### config.mk
export PLATFORM = sky130hd
export DESIGN_NAME = rips_input_select
export DESIGN_NICKNAME = d
export VERILOG_FILES = /design/src/rips_pkg.sv /design/src/rips_pin_mux.sv /design/src/rips_input_select.sv
export VERILOG_INCLUDE_DIRS = /design/src
export SDC_FILE = /design/constraint.sdc
export NUM_CORES = 1
export LEC_CHECK = 0
export BUFFER_PORTS_ARGS = -buffer_cell sky130_fd_sc_hd__buf_4
export CAP_MARGIN = 20
export CELL_PAD_IN_SITES_DETAIL_PLACEMENT = 1
export CELL_PAD_IN_SITES_GLOBAL_PLACEMENT = 2
export CORE_MARGIN = 2
export CORE_UTILIZATION = 37
export CTS_CLUSTER_DIAMETER = 150
export DETAILED_ROUTE_END_ITERATION = 7
export PLACE_DENSITY = 0.93
export SLEW_MARGIN = 20
export SYNTH_ARGS = -nofsm -noshare
export SYNTH_HDL_FRONTEND = slang
export SYNTH_HIERARCHICAL = 1
export SYNTH_SLANG_ARGS = --single-unit
### constraint.sdc
create_clock -name aclk -period 4.9 [get_ports aclk]
set_input_delay 0.245 -clock aclk [delete_from_list [all_inputs] [get_ports aclk]]
set_output_delay 0.245 -clock aclk [all_outputs]
set_load 0.02 [all_outputs]
### src/rips_regs.svh
`ifndef RIPS_REGS_SVH
`define RIPS_REGS_SVH
// byte addresses on the register bus
`define RIPS_OFF_SEL0 12'h000
`define RIPS_OFF_SEL1 12'h004
`define RIPS_OFF_SEL2 12'h008
`define RIPS_OFF_SEL3 12'h00c
`define RIPS_OFF_SEL4 12'h010
`define RIPS_OFF_SEL7 12'h01c
`define RIPS_OFF_SEL8 12'h020
`define RIPS_OFF_OSC 12'h040
// field positions
`define RIPS_HI_LSB 8
`define RIPS_LO_LSB 0
`define RIPS_SEL_W 6
`define RIPS_LOCK_BIT 6
`define RIPS_ONEWAY_BIT 5
// reset values and keys
`define RIPS_SEL_RST 6'h3f
`define RIPS_KEY1 8'h46
`define RIPS_KEY2 8'h57
// number of remappable pin inputs (selector codes 0..count-1)
`define RIPS_PIN_COUNT 44
`define RIPS_NSEL 13
// axi answers
`define RIPS_RESP_OKAY 2'h0
`define RIPS_RESP_SLVERR 2'h2
`endif

### src/rips_pkg.sv
package rips_pkg;
    typedef logic [5:0] rips_sel_type;
    typedef struct packed {
        logic [3:0] ext_int;
        logic [1:0] cmp_trig;
        logic [3:0] timer_clk;
        logic [2:0] capture;
    } rips_periph_type;
    typedef enum logic [1:0] {
        RIPS_KEY_IDLE,
        RIPS_KEY_ONE,
        RIPS_KEY_OPEN
    } rips_key_type;
endpackage

### src/rips_pin_mux.sv
`timescale 1ns/10ps
`include "rips_regs.svh"
module rips_pin_mux (
    input wire logic [63:0] pins,
    input wire logic [63:0] pin_present,
    input wire rips_pkg::rips_sel_type sel,
    output logic level
);
    import rips_pkg::*;
    wire sel_valid = (sel != `RIPS_SEL_RST) && pin_present[sel];
    assign level = sel_valid ? pins[sel] : 1'b0;
endmodule // rips_pin_mux

### src/rips_input_select.sv
`timescale 1ns/10ps
`include "rips_regs.svh"
// Behaviour
// - selector writes only while lock bit clear
// - seven input routing registers holding thirteen selectors
// - six-bit selector names driving pin
// - two bits above each field read zero
// - first register: int1 upper, trigger1 lower
// - int3/int2 and trigger2/int4 register pairs
// - timer3/timer2 and timer5/timer4 clock selectors
// - capture2/capture1; capture3 alone, low bits
// - lock change only after 46h, 57h keys
// - lock resets unlocked, holds until changed
// - one-way option blocks clearing until reset
// - unimplemented pin selection is invalid
module rips_input_select (
    input wire logic aclk,
    input wire logic aresetn,
    input wire logic clk_en,
    input wire logic one_way_lock_config_bit,
    input wire logic [63:0] pin_present,
    input wire logic [`RIPS_PIN_COUNT-1:0] remappable_io_pin,
    output rips_pkg::rips_periph_type periph_in,
    output logic mapping_lock_bit,
    input wire logic [11:0] s_axi_awaddr,
    input wire logic s_axi_awvalid,
    output logic s_axi_awready,
    input wire logic [31:0] s_axi_wdata,
    input wire logic [3:0] s_axi_wstrb,
    input wire logic s_axi_wvalid,
    output logic s_axi_wready,
    output logic [1:0] s_axi_bresp,
    output logic s_axi_bvalid,
    input wire logic s_axi_bready,
    input wire logic [11:0] s_axi_araddr,
    input wire logic s_axi_arvalid,
    output logic s_axi_arready,
    output logic [31:0] s_axi_rdata,
    output logic [1:0] s_axi_rresp,
    output logic s_axi_rvalid,
    input wire logic s_axi_rready
);
    import rips_pkg::*;

    // selector index: 0 int1,1 int2,2 int3,3 int4,4 trig1,5 trig2,
    // 6..9 timer2..5 clk,10..12 capture1..3
    rips_sel_type sel_r [`RIPS_NSEL];
    logic lock_r;
    logic oneway_seen_r;
    rips_key_type key_r;
    logic [11:0] awaddr_r;
    logic aw_have_r;
    logic [31:0] wdata_r;
    logic [3:0] wstrb_r;
    logic w_have_r;
    logic bvalid_r;
    logic [1:0] bresp_r;
    logic rvalid_r;
    logic [31:0] rdata_r;
    logic [1:0] rresp_r;

    // only the input routing registers and the lock register of this block are decoded
    function automatic logic known_addr(input logic [11:0] a);
        case (a)
            `RIPS_OFF_SEL0, `RIPS_OFF_SEL1, `RIPS_OFF_SEL2, `RIPS_OFF_SEL3,
            `RIPS_OFF_SEL4, `RIPS_OFF_SEL7, `RIPS_OFF_SEL8,
            `RIPS_OFF_OSC: known_addr = 1'b1;
            default: known_addr = 1'b0;
        endcase
    endfunction

    // selector pair packed into a word; bits above each field read zero
    function automatic logic [31:0] pair_word(input rips_sel_type hi, input rips_sel_type lo);
        pair_word = {16'h0000, 2'b00, hi, 2'b00, lo};
    endfunction

    // register read mux
    logic [31:0] rd_word;
    always_comb begin
        case (s_axi_araddr)
            `RIPS_OFF_SEL0: rd_word = pair_word(sel_r[0], sel_r[4]);
            `RIPS_OFF_SEL1: rd_word = pair_word(sel_r[2], sel_r[1]);
            `RIPS_OFF_SEL2: rd_word = pair_word(sel_r[5], sel_r[3]);
            `RIPS_OFF_SEL3: rd_word = pair_word(sel_r[7], sel_r[6]);
            `RIPS_OFF_SEL4: rd_word = pair_word(sel_r[9], sel_r[8]);
            `RIPS_OFF_SEL7: rd_word = pair_word(sel_r[11], sel_r[10]);
            `RIPS_OFF_SEL8: rd_word = pair_word(6'h00, sel_r[12]);
            `RIPS_OFF_OSC: rd_word = {25'h0, lock_r, 6'h00};
            default: rd_word = 32'h0000_0000;
        endcase
    end

    // write channel: address and data taken in either order, held until response
    wire aw_take = s_axi_awvalid && !aw_have_r && !bvalid_r;
    wire w_take = s_axi_wvalid && !w_have_r && !bvalid_r;
    assign s_axi_awready = !aw_have_r && !bvalid_r;
    assign s_axi_wready = !w_have_r && !bvalid_r;
    wire [11:0] wr_addr = aw_have_r ? awaddr_r : s_axi_awaddr;
    wire [31:0] wr_data = w_have_r ? wdata_r : s_axi_wdata;
    wire [3:0] wr_strb = w_have_r ? wstrb_r : s_axi_wstrb;
    wire wr_go = (aw_have_r || aw_take) && (w_have_r || w_take);
    wire wr_known = known_addr(wr_addr);

    wire sel_wr_ok = wr_go && !lock_r;
    wire osc_wr = wr_go && (wr_addr == `RIPS_OFF_OSC) && wr_strb[0];
    wire [7:0] osc_byte = wr_data[7:0];
    wire lock_req = osc_byte[`RIPS_LOCK_BIT];
    // keys seen back to back; any other write to the byte restarts the sequence
    wire keys_open = (key_r == RIPS_KEY_OPEN);
    wire clear_blocked = one_way_lock_config_bit && oneway_seen_r;
    wire lock_change = osc_wr && keys_open && (osc_byte != `RIPS_KEY1)
        && !(lock_r && !lock_req && clear_blocked);

    rips_key_type key_nxt;
    always_comb begin
        key_nxt = key_r;
        if (osc_wr) begin
            case (key_r)
                RIPS_KEY_IDLE: key_nxt = (osc_byte == `RIPS_KEY1) ? RIPS_KEY_ONE : RIPS_KEY_IDLE;
                RIPS_KEY_ONE: key_nxt = (osc_byte == `RIPS_KEY2) ? RIPS_KEY_OPEN
                    : ((osc_byte == `RIPS_KEY1) ? RIPS_KEY_ONE : RIPS_KEY_IDLE);
                RIPS_KEY_OPEN: key_nxt = (osc_byte == `RIPS_KEY1) ? RIPS_KEY_ONE : RIPS_KEY_IDLE;
                default: key_nxt = RIPS_KEY_IDLE;
            endcase
        end
    end

    always_ff @(posedge aclk) begin
        if (!aresetn) begin
            key_r <= RIPS_KEY_IDLE;
            lock_r <= 1'b0;
            oneway_seen_r <= 1'b0;
        end else if (clk_en) begin
            key_r <= key_nxt;
            if (lock_change) begin
                lock_r <= lock_req;
            end
            if (lock_change && lock_req) begin
                oneway_seen_r <= 1'b1;
            end
        end
    end

    // per-selector write decode: address and byte lane of each field
    function automatic logic [11:0] sel_addr(input int i);
        case (i)
            0, 4: sel_addr = `RIPS_OFF_SEL0;
            1, 2: sel_addr = `RIPS_OFF_SEL1;
            3, 5: sel_addr = `RIPS_OFF_SEL2;
            6, 7: sel_addr = `RIPS_OFF_SEL3;
            8, 9: sel_addr = `RIPS_OFF_SEL4;
            10, 11: sel_addr = `RIPS_OFF_SEL7;
            default: sel_addr = `RIPS_OFF_SEL8;
        endcase
    endfunction

    function automatic logic sel_upper(input int i);
        sel_upper = (i == 0) || (i == 2) || (i == 5) || (i == 7) || (i == 9) || (i == 11);
    endfunction

    genvar g;
    generate
        for (g = 0; g < `RIPS_NSEL; g++) begin : g_sel
            wire hit = sel_wr_ok && (wr_addr == sel_addr(g))
                && (sel_upper(g) ? wr_strb[1] : wr_strb[0]);
            wire [5:0] field = sel_upper(g) ? wr_data[`RIPS_HI_LSB +: `RIPS_SEL_W]
                : wr_data[`RIPS_LO_LSB +: `RIPS_SEL_W];
            always_ff @(posedge aclk) begin
                if (!aresetn) begin
                    sel_r[g] <= `RIPS_SEL_RST;
                end else if (clk_en && hit) begin
                    sel_r[g] <= field;
                end
            end
        end
    endgenerate

    // bus state
    always_ff @(posedge aclk) begin
        if (!aresetn) begin
            aw_have_r <= 1'b0;
            w_have_r <= 1'b0;
            awaddr_r <= 12'h000;
            wdata_r <= 32'h0000_0000;
            wstrb_r <= 4'h0;
            bvalid_r <= 1'b0;
            bresp_r <= `RIPS_RESP_OKAY;
        end else if (clk_en) begin
            if (wr_go) begin
                aw_have_r <= 1'b0;
                w_have_r <= 1'b0;
                bvalid_r <= 1'b1;
                // locked writes look normal; only unmapped addresses error
                bresp_r <= wr_known ? `RIPS_RESP_OKAY : `RIPS_RESP_SLVERR;
            end else begin
                if (aw_take) begin
                    aw_have_r <= 1'b1;
                    awaddr_r <= s_axi_awaddr;
                end
                if (w_take) begin
                    w_have_r <= 1'b1;
                    wdata_r <= s_axi_wdata;
                    wstrb_r <= s_axi_wstrb;
                end
                if (bvalid_r && s_axi_bready) begin
                    bvalid_r <= 1'b0;
                end
            end
        end
    end

    assign s_axi_arready = !rvalid_r;
    always_ff @(posedge aclk) begin
        if (!aresetn) begin
            rvalid_r <= 1'b0;
            rdata_r <= 32'h0000_0000;
            rresp_r <= `RIPS_RESP_OKAY;
        end else if (clk_en) begin
            if (s_axi_arvalid && !rvalid_r) begin
                rvalid_r <= 1'b1;
                rdata_r <= rd_word;
                rresp_r <= known_addr(s_axi_araddr) ? `RIPS_RESP_OKAY : `RIPS_RESP_SLVERR;
            end else if (rvalid_r && s_axi_rready) begin
                rvalid_r <= 1'b0;
            end
        end
    end

    assign s_axi_bvalid = bvalid_r;
    assign s_axi_bresp = bresp_r;
    assign s_axi_rvalid = rvalid_r;
    assign s_axi_rdata = rdata_r;
    assign s_axi_rresp = rresp_r;
    assign mapping_lock_bit = lock_r;

    // routing muxes; absent pins are masked invalid
    wire [63:0] pins_wide = {{(64 - `RIPS_PIN_COUNT){1'b0}}, remappable_io_pin};
    wire [63:0] present_eff = pin_present & {{(64 - `RIPS_PIN_COUNT){1'b0}},
        {`RIPS_PIN_COUNT{1'b1}}};
    logic [`RIPS_NSEL-1:0] routed;
    generate
        for (g = 0; g < `RIPS_NSEL; g++) begin : g_mux
            rips_pin_mux u_mux (
                .pins(pins_wide),
                .pin_present(present_eff),
                .sel(sel_r[g]),
                .level(routed[g])
            );
        end
    endgenerate

    logic [`RIPS_NSEL-1:0] periph_r;
    always_ff @(posedge aclk) begin
        if (!aresetn) begin
            periph_r <= '0;
        end else if (clk_en) begin
            periph_r <= routed;
        end
    end

    assign periph_in = rips_periph_type'({periph_r[3:0], periph_r[5:4],
        periph_r[9:6], periph_r[12:10]});
endmodule // rips_input_select

==> impl_metrics.toml, run 1 <==
[synth]
synth_area_um2 = 18800
synth_edf_count = 78
ys.flop_type = "edfxtp_1"
ys_types = 77
avgSynthCellArea_um2 = 7.30
syn_inst = 2578
yosysWarnings = 6
ys_seq_elements = 142
ys_seq_area_frac = 0.193
async_flop_share = 0

[sta]
period_needed_ps = 3330
setup-tns-final_ps = 0
fin_skew_ps = 22.3
rsz0062_at_grt = "no"
max_freq_mhz = 300
max_slew_margin = 0.242
slew_viol_final = 0
final_hold_viol_count = 0
timing.final.crit_share = 0.679
setup_viol = 0
fin_ws_ps = 1570
tightest_slew_ps = 1140

[global_route]
use_met1 = 0.437
grt_max_degree = 50
grtUsageMet3 = 0.0716
busiest_layer = "met2"
gr-usage-all-layers = 0.343
overflow = 0
grt_pass1_wl_um = 139000
grt_pass1_vias = 23100
grt_use_met2 = 0.555
antenna_found_initial = 6

[pwr]
powerDensity_nw_per_um2 = 157
intPower_mw = 2.29
leakagePower_nw = 8.92
swShare = 0.350
switchingPower_mw = 1.24
peakVddDrop_mv = 0.218
pwr-share-comb = 0.251
power_mw = 3.53
seq_power_share = 0.365
p_clk_frac = 0.384

[route]
dr.first_iter.drc_count = 2214
routedWlPerCell_um = 24.2
wl_um = 93100
drt_pass1_iterations = 6
drc_errors = 0
final_antenna_net_count = 0
routed-via-count = 23400
vias_per_cell = 6.08

[floorplan]
io_pins = 232
core_area_um2 = 50200
start_util = 0.375
die_h_um = 230
placementRows = 82
dieArea_um2 = 52700
die_w_um = 230

[finish]
postLayoutCellArea_um2 = 22400
nets = 3340
fill_cells = 6534
drive_above_1_share = 0.139
instances_no_fill = 3852
area_growth_pct = 19.3

[place]
dp_cells = 3814
placed_cell_area_um2 = 21800
globalplace.congestion = 0.949
pre_cts_ws_ps = 1560
portBuffers = 170
dp.final_hpwl_um = 67300

[worst_setup_path]
endpoint_kind = "register"
startpoint_type = "register"
worstPathRequired_ps = 4980
r2r_cells = 4
crit_fanout = 30
arrival_ps = 3400
path_class = "register to register"

[outcome]
outcome = "finished, final reports clean"

[clocking]
cts_hold_buf = 0
clk_latency_ps = 460
numCtsBuffers = 17
postCtsSetupBuffers = 0
cts_tree = "yes"
cts_buffer_depth = 2
cts_resized = 0
root_buffer = "clkbuf_16"
clk_pin_slew_worst_paths_ps = 60
cts_sinks = 142
htreeDepth = 4

[min_path]
hold_path_class = "primary input to register"
whs_path_depth = 3

[run]
drv_cap = 0
[final timing paths]
check                               startpoint  slack [ps]             end
worst max register to register       aw_have_r        1570    sel_r[0][45]
worst min register to register  s_axi_bresp[1]         490  s_axi_bresp[1]
worst max-delay path                 aw_have_r        1570    sel_r[0][45]
worst min-delay path            s_axi_wdata[8]          60      wdata_r[8]
[cells in the final DEF, fill, tap and decap left out, types with 52 or more instances in the layout]
cell,count
nor2b_1,85
conb_1,541
o211ai_2,52
a31oi_1,80
a21oi_1,69
edfxtp_1,78
o21ai_1,52
nand3b_1,83
o211ai_1,132
mux2i_1,58
buf_4,202
nand3_1,228
nand2_1,634
o21ai_0,205
dfxtp_1,64
[area by class of cell]
cell class / count / area (um2) / area share
Multi-Input combinational cell: 2781 / 15800 / 0.702
Tap cell: 672 / 841 / 0.0375
Timing Repair Buffer: 204 / 1550 / 0.0689
Sequential cell: 142 / 3620 / 0.161
Antenna cell: 4 / 10.0 / 0.000446
Inverter: 17 / 63.8 / 0.00284
Clock buffer: 22 / 518 / 0.0231
Clock inverter: 10 / 87.6 / 0.00390
[critical path, cell delays in order, from the launching register on]
cell      delay, ps
dfxtp_1         910
o221ai_1        400
nor4_1          460
nand4_1         370
o21ai_0         830
[per-stage QoR]
stage / util / hold WS [ps]
floorplan: - / 386
CTS: 0.447 / 51.8
detailed placement: 0.434 / 467
global placement: 0.434 / 441
global route: 0.447 / 69.0
finish: 0.447 / 62.7
[sequential cells by signal, indices dropped and copies added, names as in the netlist]
signal,flops
aw_have_r,1
awaddr_r,12
key_r,2
mapping_lock_bit,1
oneway_seen_r,1
periph_r,13
s_axi_bresp,1
s_axi_bvalid,1
s_axi_rdata,13
s_axi_rresp,1
s_axi_rvalid,1
sel_r,78
w_have_r,1
wdata_r,14
wstrb_r,2
[per-layer routing]
| metal | vias to the layer above | share of wire | routed length, um |
|---|---|---|---|
| li1 | 10400 | - | - |
| met1 | 11500 | 0.40 | 37600 |
| met2 | 1220 | 0.45 | 41900 |
| met3 | 302 | 0.10 | 9260 |
| met4 | 4 | 0.046 | 4300 |
| met5 | - | 0.00025 | 23 |
[power by group through the flow]
stage               combinational (mW)  sequential [mW]  clock, mW
global route                     0.951             1.29       1.40
global placement                 0.813             1.31          0
floorplan                        0.437             1.30          0
detailed placement               0.834             1.31          0
finish                           0.886             1.29       1.36
CTS                              0.837             1.29       1.37
[cells by family after synthesis]
family	after synthesis	share of synthesized area
xor gates and xnor gates	2	0.000931
buffers and inverters	195	0.0784
DFF	142	0.193
AOI/OAI and AO/OA	802	0.298
other	1	0.000199
and+or+nand+nor	1363	0.385
muxes	73	0.0440
[synthesized netlist by cell type (all sizes together), types with 44 or more instances]
cell | number | share of area
nor2 | 44 | 0.011
nand4 | 47 | 0.016
mux2i | 58 | 0.031
dfxtp | 64 | 0.068
nand3b | 96 | 0.047
o21ai | 257 | 0.068
a31oi | 80 | 0.027
a21oi | 82 | 0.024
nand2 | 634 | 0.13
nor4 | 48 | 0.021
nor2b | 85 | 0.028
nand3 | 256 | 0.075
o211ai | 184 | 0.087
buf | 161 | 0.072
edfxtp | 78 | 0.12
Power figures use the tool's default switching activity.
==> inputs of run 2 (changes only) <==
--- a/config.mk
+++ b/config.mk
@@ -11,10 +11,10 @@
 export CELL_PAD_IN_SITES_DETAIL_PLACEMENT = 1
 export CELL_PAD_IN_SITES_GLOBAL_PLACEMENT = 2
 export CORE_MARGIN = 2
-export CORE_UTILIZATION = 37
+export CORE_UTILIZATION = 35
 export CTS_CLUSTER_DIAMETER = 150
 export DETAILED_ROUTE_END_ITERATION = 7
-export PLACE_DENSITY = 0.93
+export PLACE_DENSITY = 0.89
 export SLEW_MARGIN = 20
 export SYNTH_ARGS = -nofsm -noshare
 export SYNTH_HDL_FRONTEND = slang
==> constraint.sdc (replaced) <==
create_clock -name aclk -period 3.4 [get_ports aclk]
set_input_delay 0.17 -clock aclk [delete_from_list [all_inputs] [get_ports aclk]]
set_output_delay 0.17 -clock aclk [all_outputs]
set_load 0.02 [all_outputs]
==> run 2 against run 1 <==
- non-clock buffer count rose by 58
- count of clock-buffer cells in the layout fell by 4
- global-route usage fell by 0.83 points
- sequential cell count did not move
- cell count rose by 1.8%
- sequential share of layout area fell by 0.33 points
- die area rose by 5.6%
- clock power rose by 38%
- core utilization fell by 1.4 points
- critical path depth rose by 5
- first-iteration DRC count rose by 15%
- critical path type unchanged
- critical endpoint is now periph_r[9]
- largest cell class unchanged
- highest routed layer unchanged
==> impl_metrics.toml, run 2 (synthesis gave the netlist of run 1 again) <==
[outcome]
outcome = "finished, final reports clean"

[global_route]
overflow = 0
grt_pass1_wl_um = 143000
grt_pass1_vias = 23600
antenna_found_initial = 2
gr-usage-all-layers = 0.335
grt_max_degree = 42

[finish]
reg_top3 = "sel_r (78), wdata_r (14)"
largest_reg_flops = 78
fill_cells = 6918
drive_above_1_share = 0.147
regMostFlops = "sel_r"
final_common_cell = "nand2_1"
nets = 3398
area_growth_pct = 21.8
mostFrequentLayoutCells = "nand2_1 (634), conb_1 (541), buf_4 (238)"
antennaDiodeCount = 0

[sta]
period_needed_ps = 2770
max_slew_margin = 0.286
setup-tns-final_ps = 0
fin_skew_ps = 15.2
setup_viol = 0
fin_ws_ps = 628
timing.final.crit_share = 0.815
tightest_slew_ps = 1070
rsz0062_at_grt = "no"
final_hold_viol_count = 0
slew_viol_final = 0
max_freq_mhz = 361

[floorplan]
core_area_um2 = 52900
start_util = 0.356
die_w_um = 236
dieArea_um2 = 55600
die_h_um = 236
placementRows = 84
io_pins = 232

[route]
dr.first_iter.drc_count = 2538
routedWlPerCell_um = 24.2
drc_errors = 0
wl_um = 95000
vias_per_cell = 5.96
drt_pass1_iterations = 6
routed-via-count = 23400
final_antenna_net_count = 0

[worst_setup_path]
startpoint_type = "register"
arrival_ps = 3150
worstPathRequired_ps = 3780
crit_path_max_incr_delay_ps = 810
path_cells = "buf_4 -> nand3b_4 -> a31oi_1 -> nand4_1 -> o22ai_1 -> nand3b_1 -> o221ai_2 -> mux2i_1 -> nor2b_1"
crit_fanout = 31
cp_slowest_cell = "edfxtp_1"
path_class = "register to register"
endpoint_kind = "register"

[min_path]
hold_path_class = "primary input to register"

[clocking]
cts_tree = "yes"
clk_pin_slew_worst_paths_ps = 60
cts_hold_buf = 22
numCtsBuffers = 17
cts_sinks = 142
cts_resized = 0
cts_buffer_depth = 2
clk_latency_ps = 460
root_buffer = "clkbuf_16"
htreeDepth = 4
postCtsSetupBuffers = 0

[place]
pre_cts_ws_ps = 810
dp.final_hpwl_um = 69000
portBuffers = 170
globalplace.congestion = 0.917

[run]
drv_cap = 0

[pwr]
leakagePower_nw = 9.17
peakVddDrop_mv = 0.223
powerDensity_nw_per_um2 = 222
[run 2: cell count changes in the layout (fill, tap and decap cells not counted), sizes merged]
cell / previous run / this run
clkinvlp: 1 / 0
clkinv: 3 / 2
inv: 23 / 29
clkbuf: 22 / 18
dlygate4sd3: 0 / 22
diode: 4 / 0
buf: 204 / 240
[run 2: final timing paths]
path	start	cells after the start	slack, ps	to
hold / removal	s_axi_wdata[8]	3	8	wdata_r[8]
setup reg to reg	sel_r[1][6]	9	630	periph_r[9]
setup / recovery	sel_r[1][6]	9	630	periph_r[9]
hold reg to reg	oneway_seen_r	1	470	oneway_seen_r
[run 2: stage by stage]
step / area [um2] / power, mW / instances / util / hold slack (ps)
final: 22900 / 5.09 / 3922 / 0.433 / 7.73
after global routing: 22900 / 5.27 / 3922 / 0.433 / 43.2
after CTS: 22900 / 5.04 / 3922 / 0.433 / 0.235
after detailed placement: 22100 / 3.14 / 3868 / 0.419 / 439
after global placement: 22100 / 3.11 / 3868 / 0.419 / 431
after floorplan: 20800 / 2.51 / 3118 / - / 311
[run 2: cell type report]
type	count	area, um2	share of cell area
clock buffer	18	429	0.0187
inverter	17	63.8	0.00279
timing repair buffer	262	2050	0.0893
multi-input combinational	2781	15800	0.688
clock inverter	14	135	0.00590
tap	688	861	0.0376
sequential	142	3620	0.158
[run 2: layer usage]
metal  routed length (um)  global-route usage  share of wire
met1                38800               0.426           0.41
met3                 9310              0.0731          0.098
met4                 5550               0.179          0.058
met5                    8                   0       0.000084
met2                41300               0.528           0.43
[run 2: worst max-delay path: cells and delay by family (launching register included)]
family,cells,cell delay [ps]
DFF,1,810
and+or+nand+nor,4,590
muxes,1,110
buffers and inverters,1,370
AOI/OAI and AO/OA,3,800
[run 2: report_power, final]
group / leakage [nW] / total [mW] / internal, mW / switching [mW]
Sequential: 1.05 / 1.84 / 1.82 / 0.0228
Clock: 0.282 / 1.88 / 0.974 / 0.910
Combinational: 7.83 / 1.36 / 0.410 / 0.949
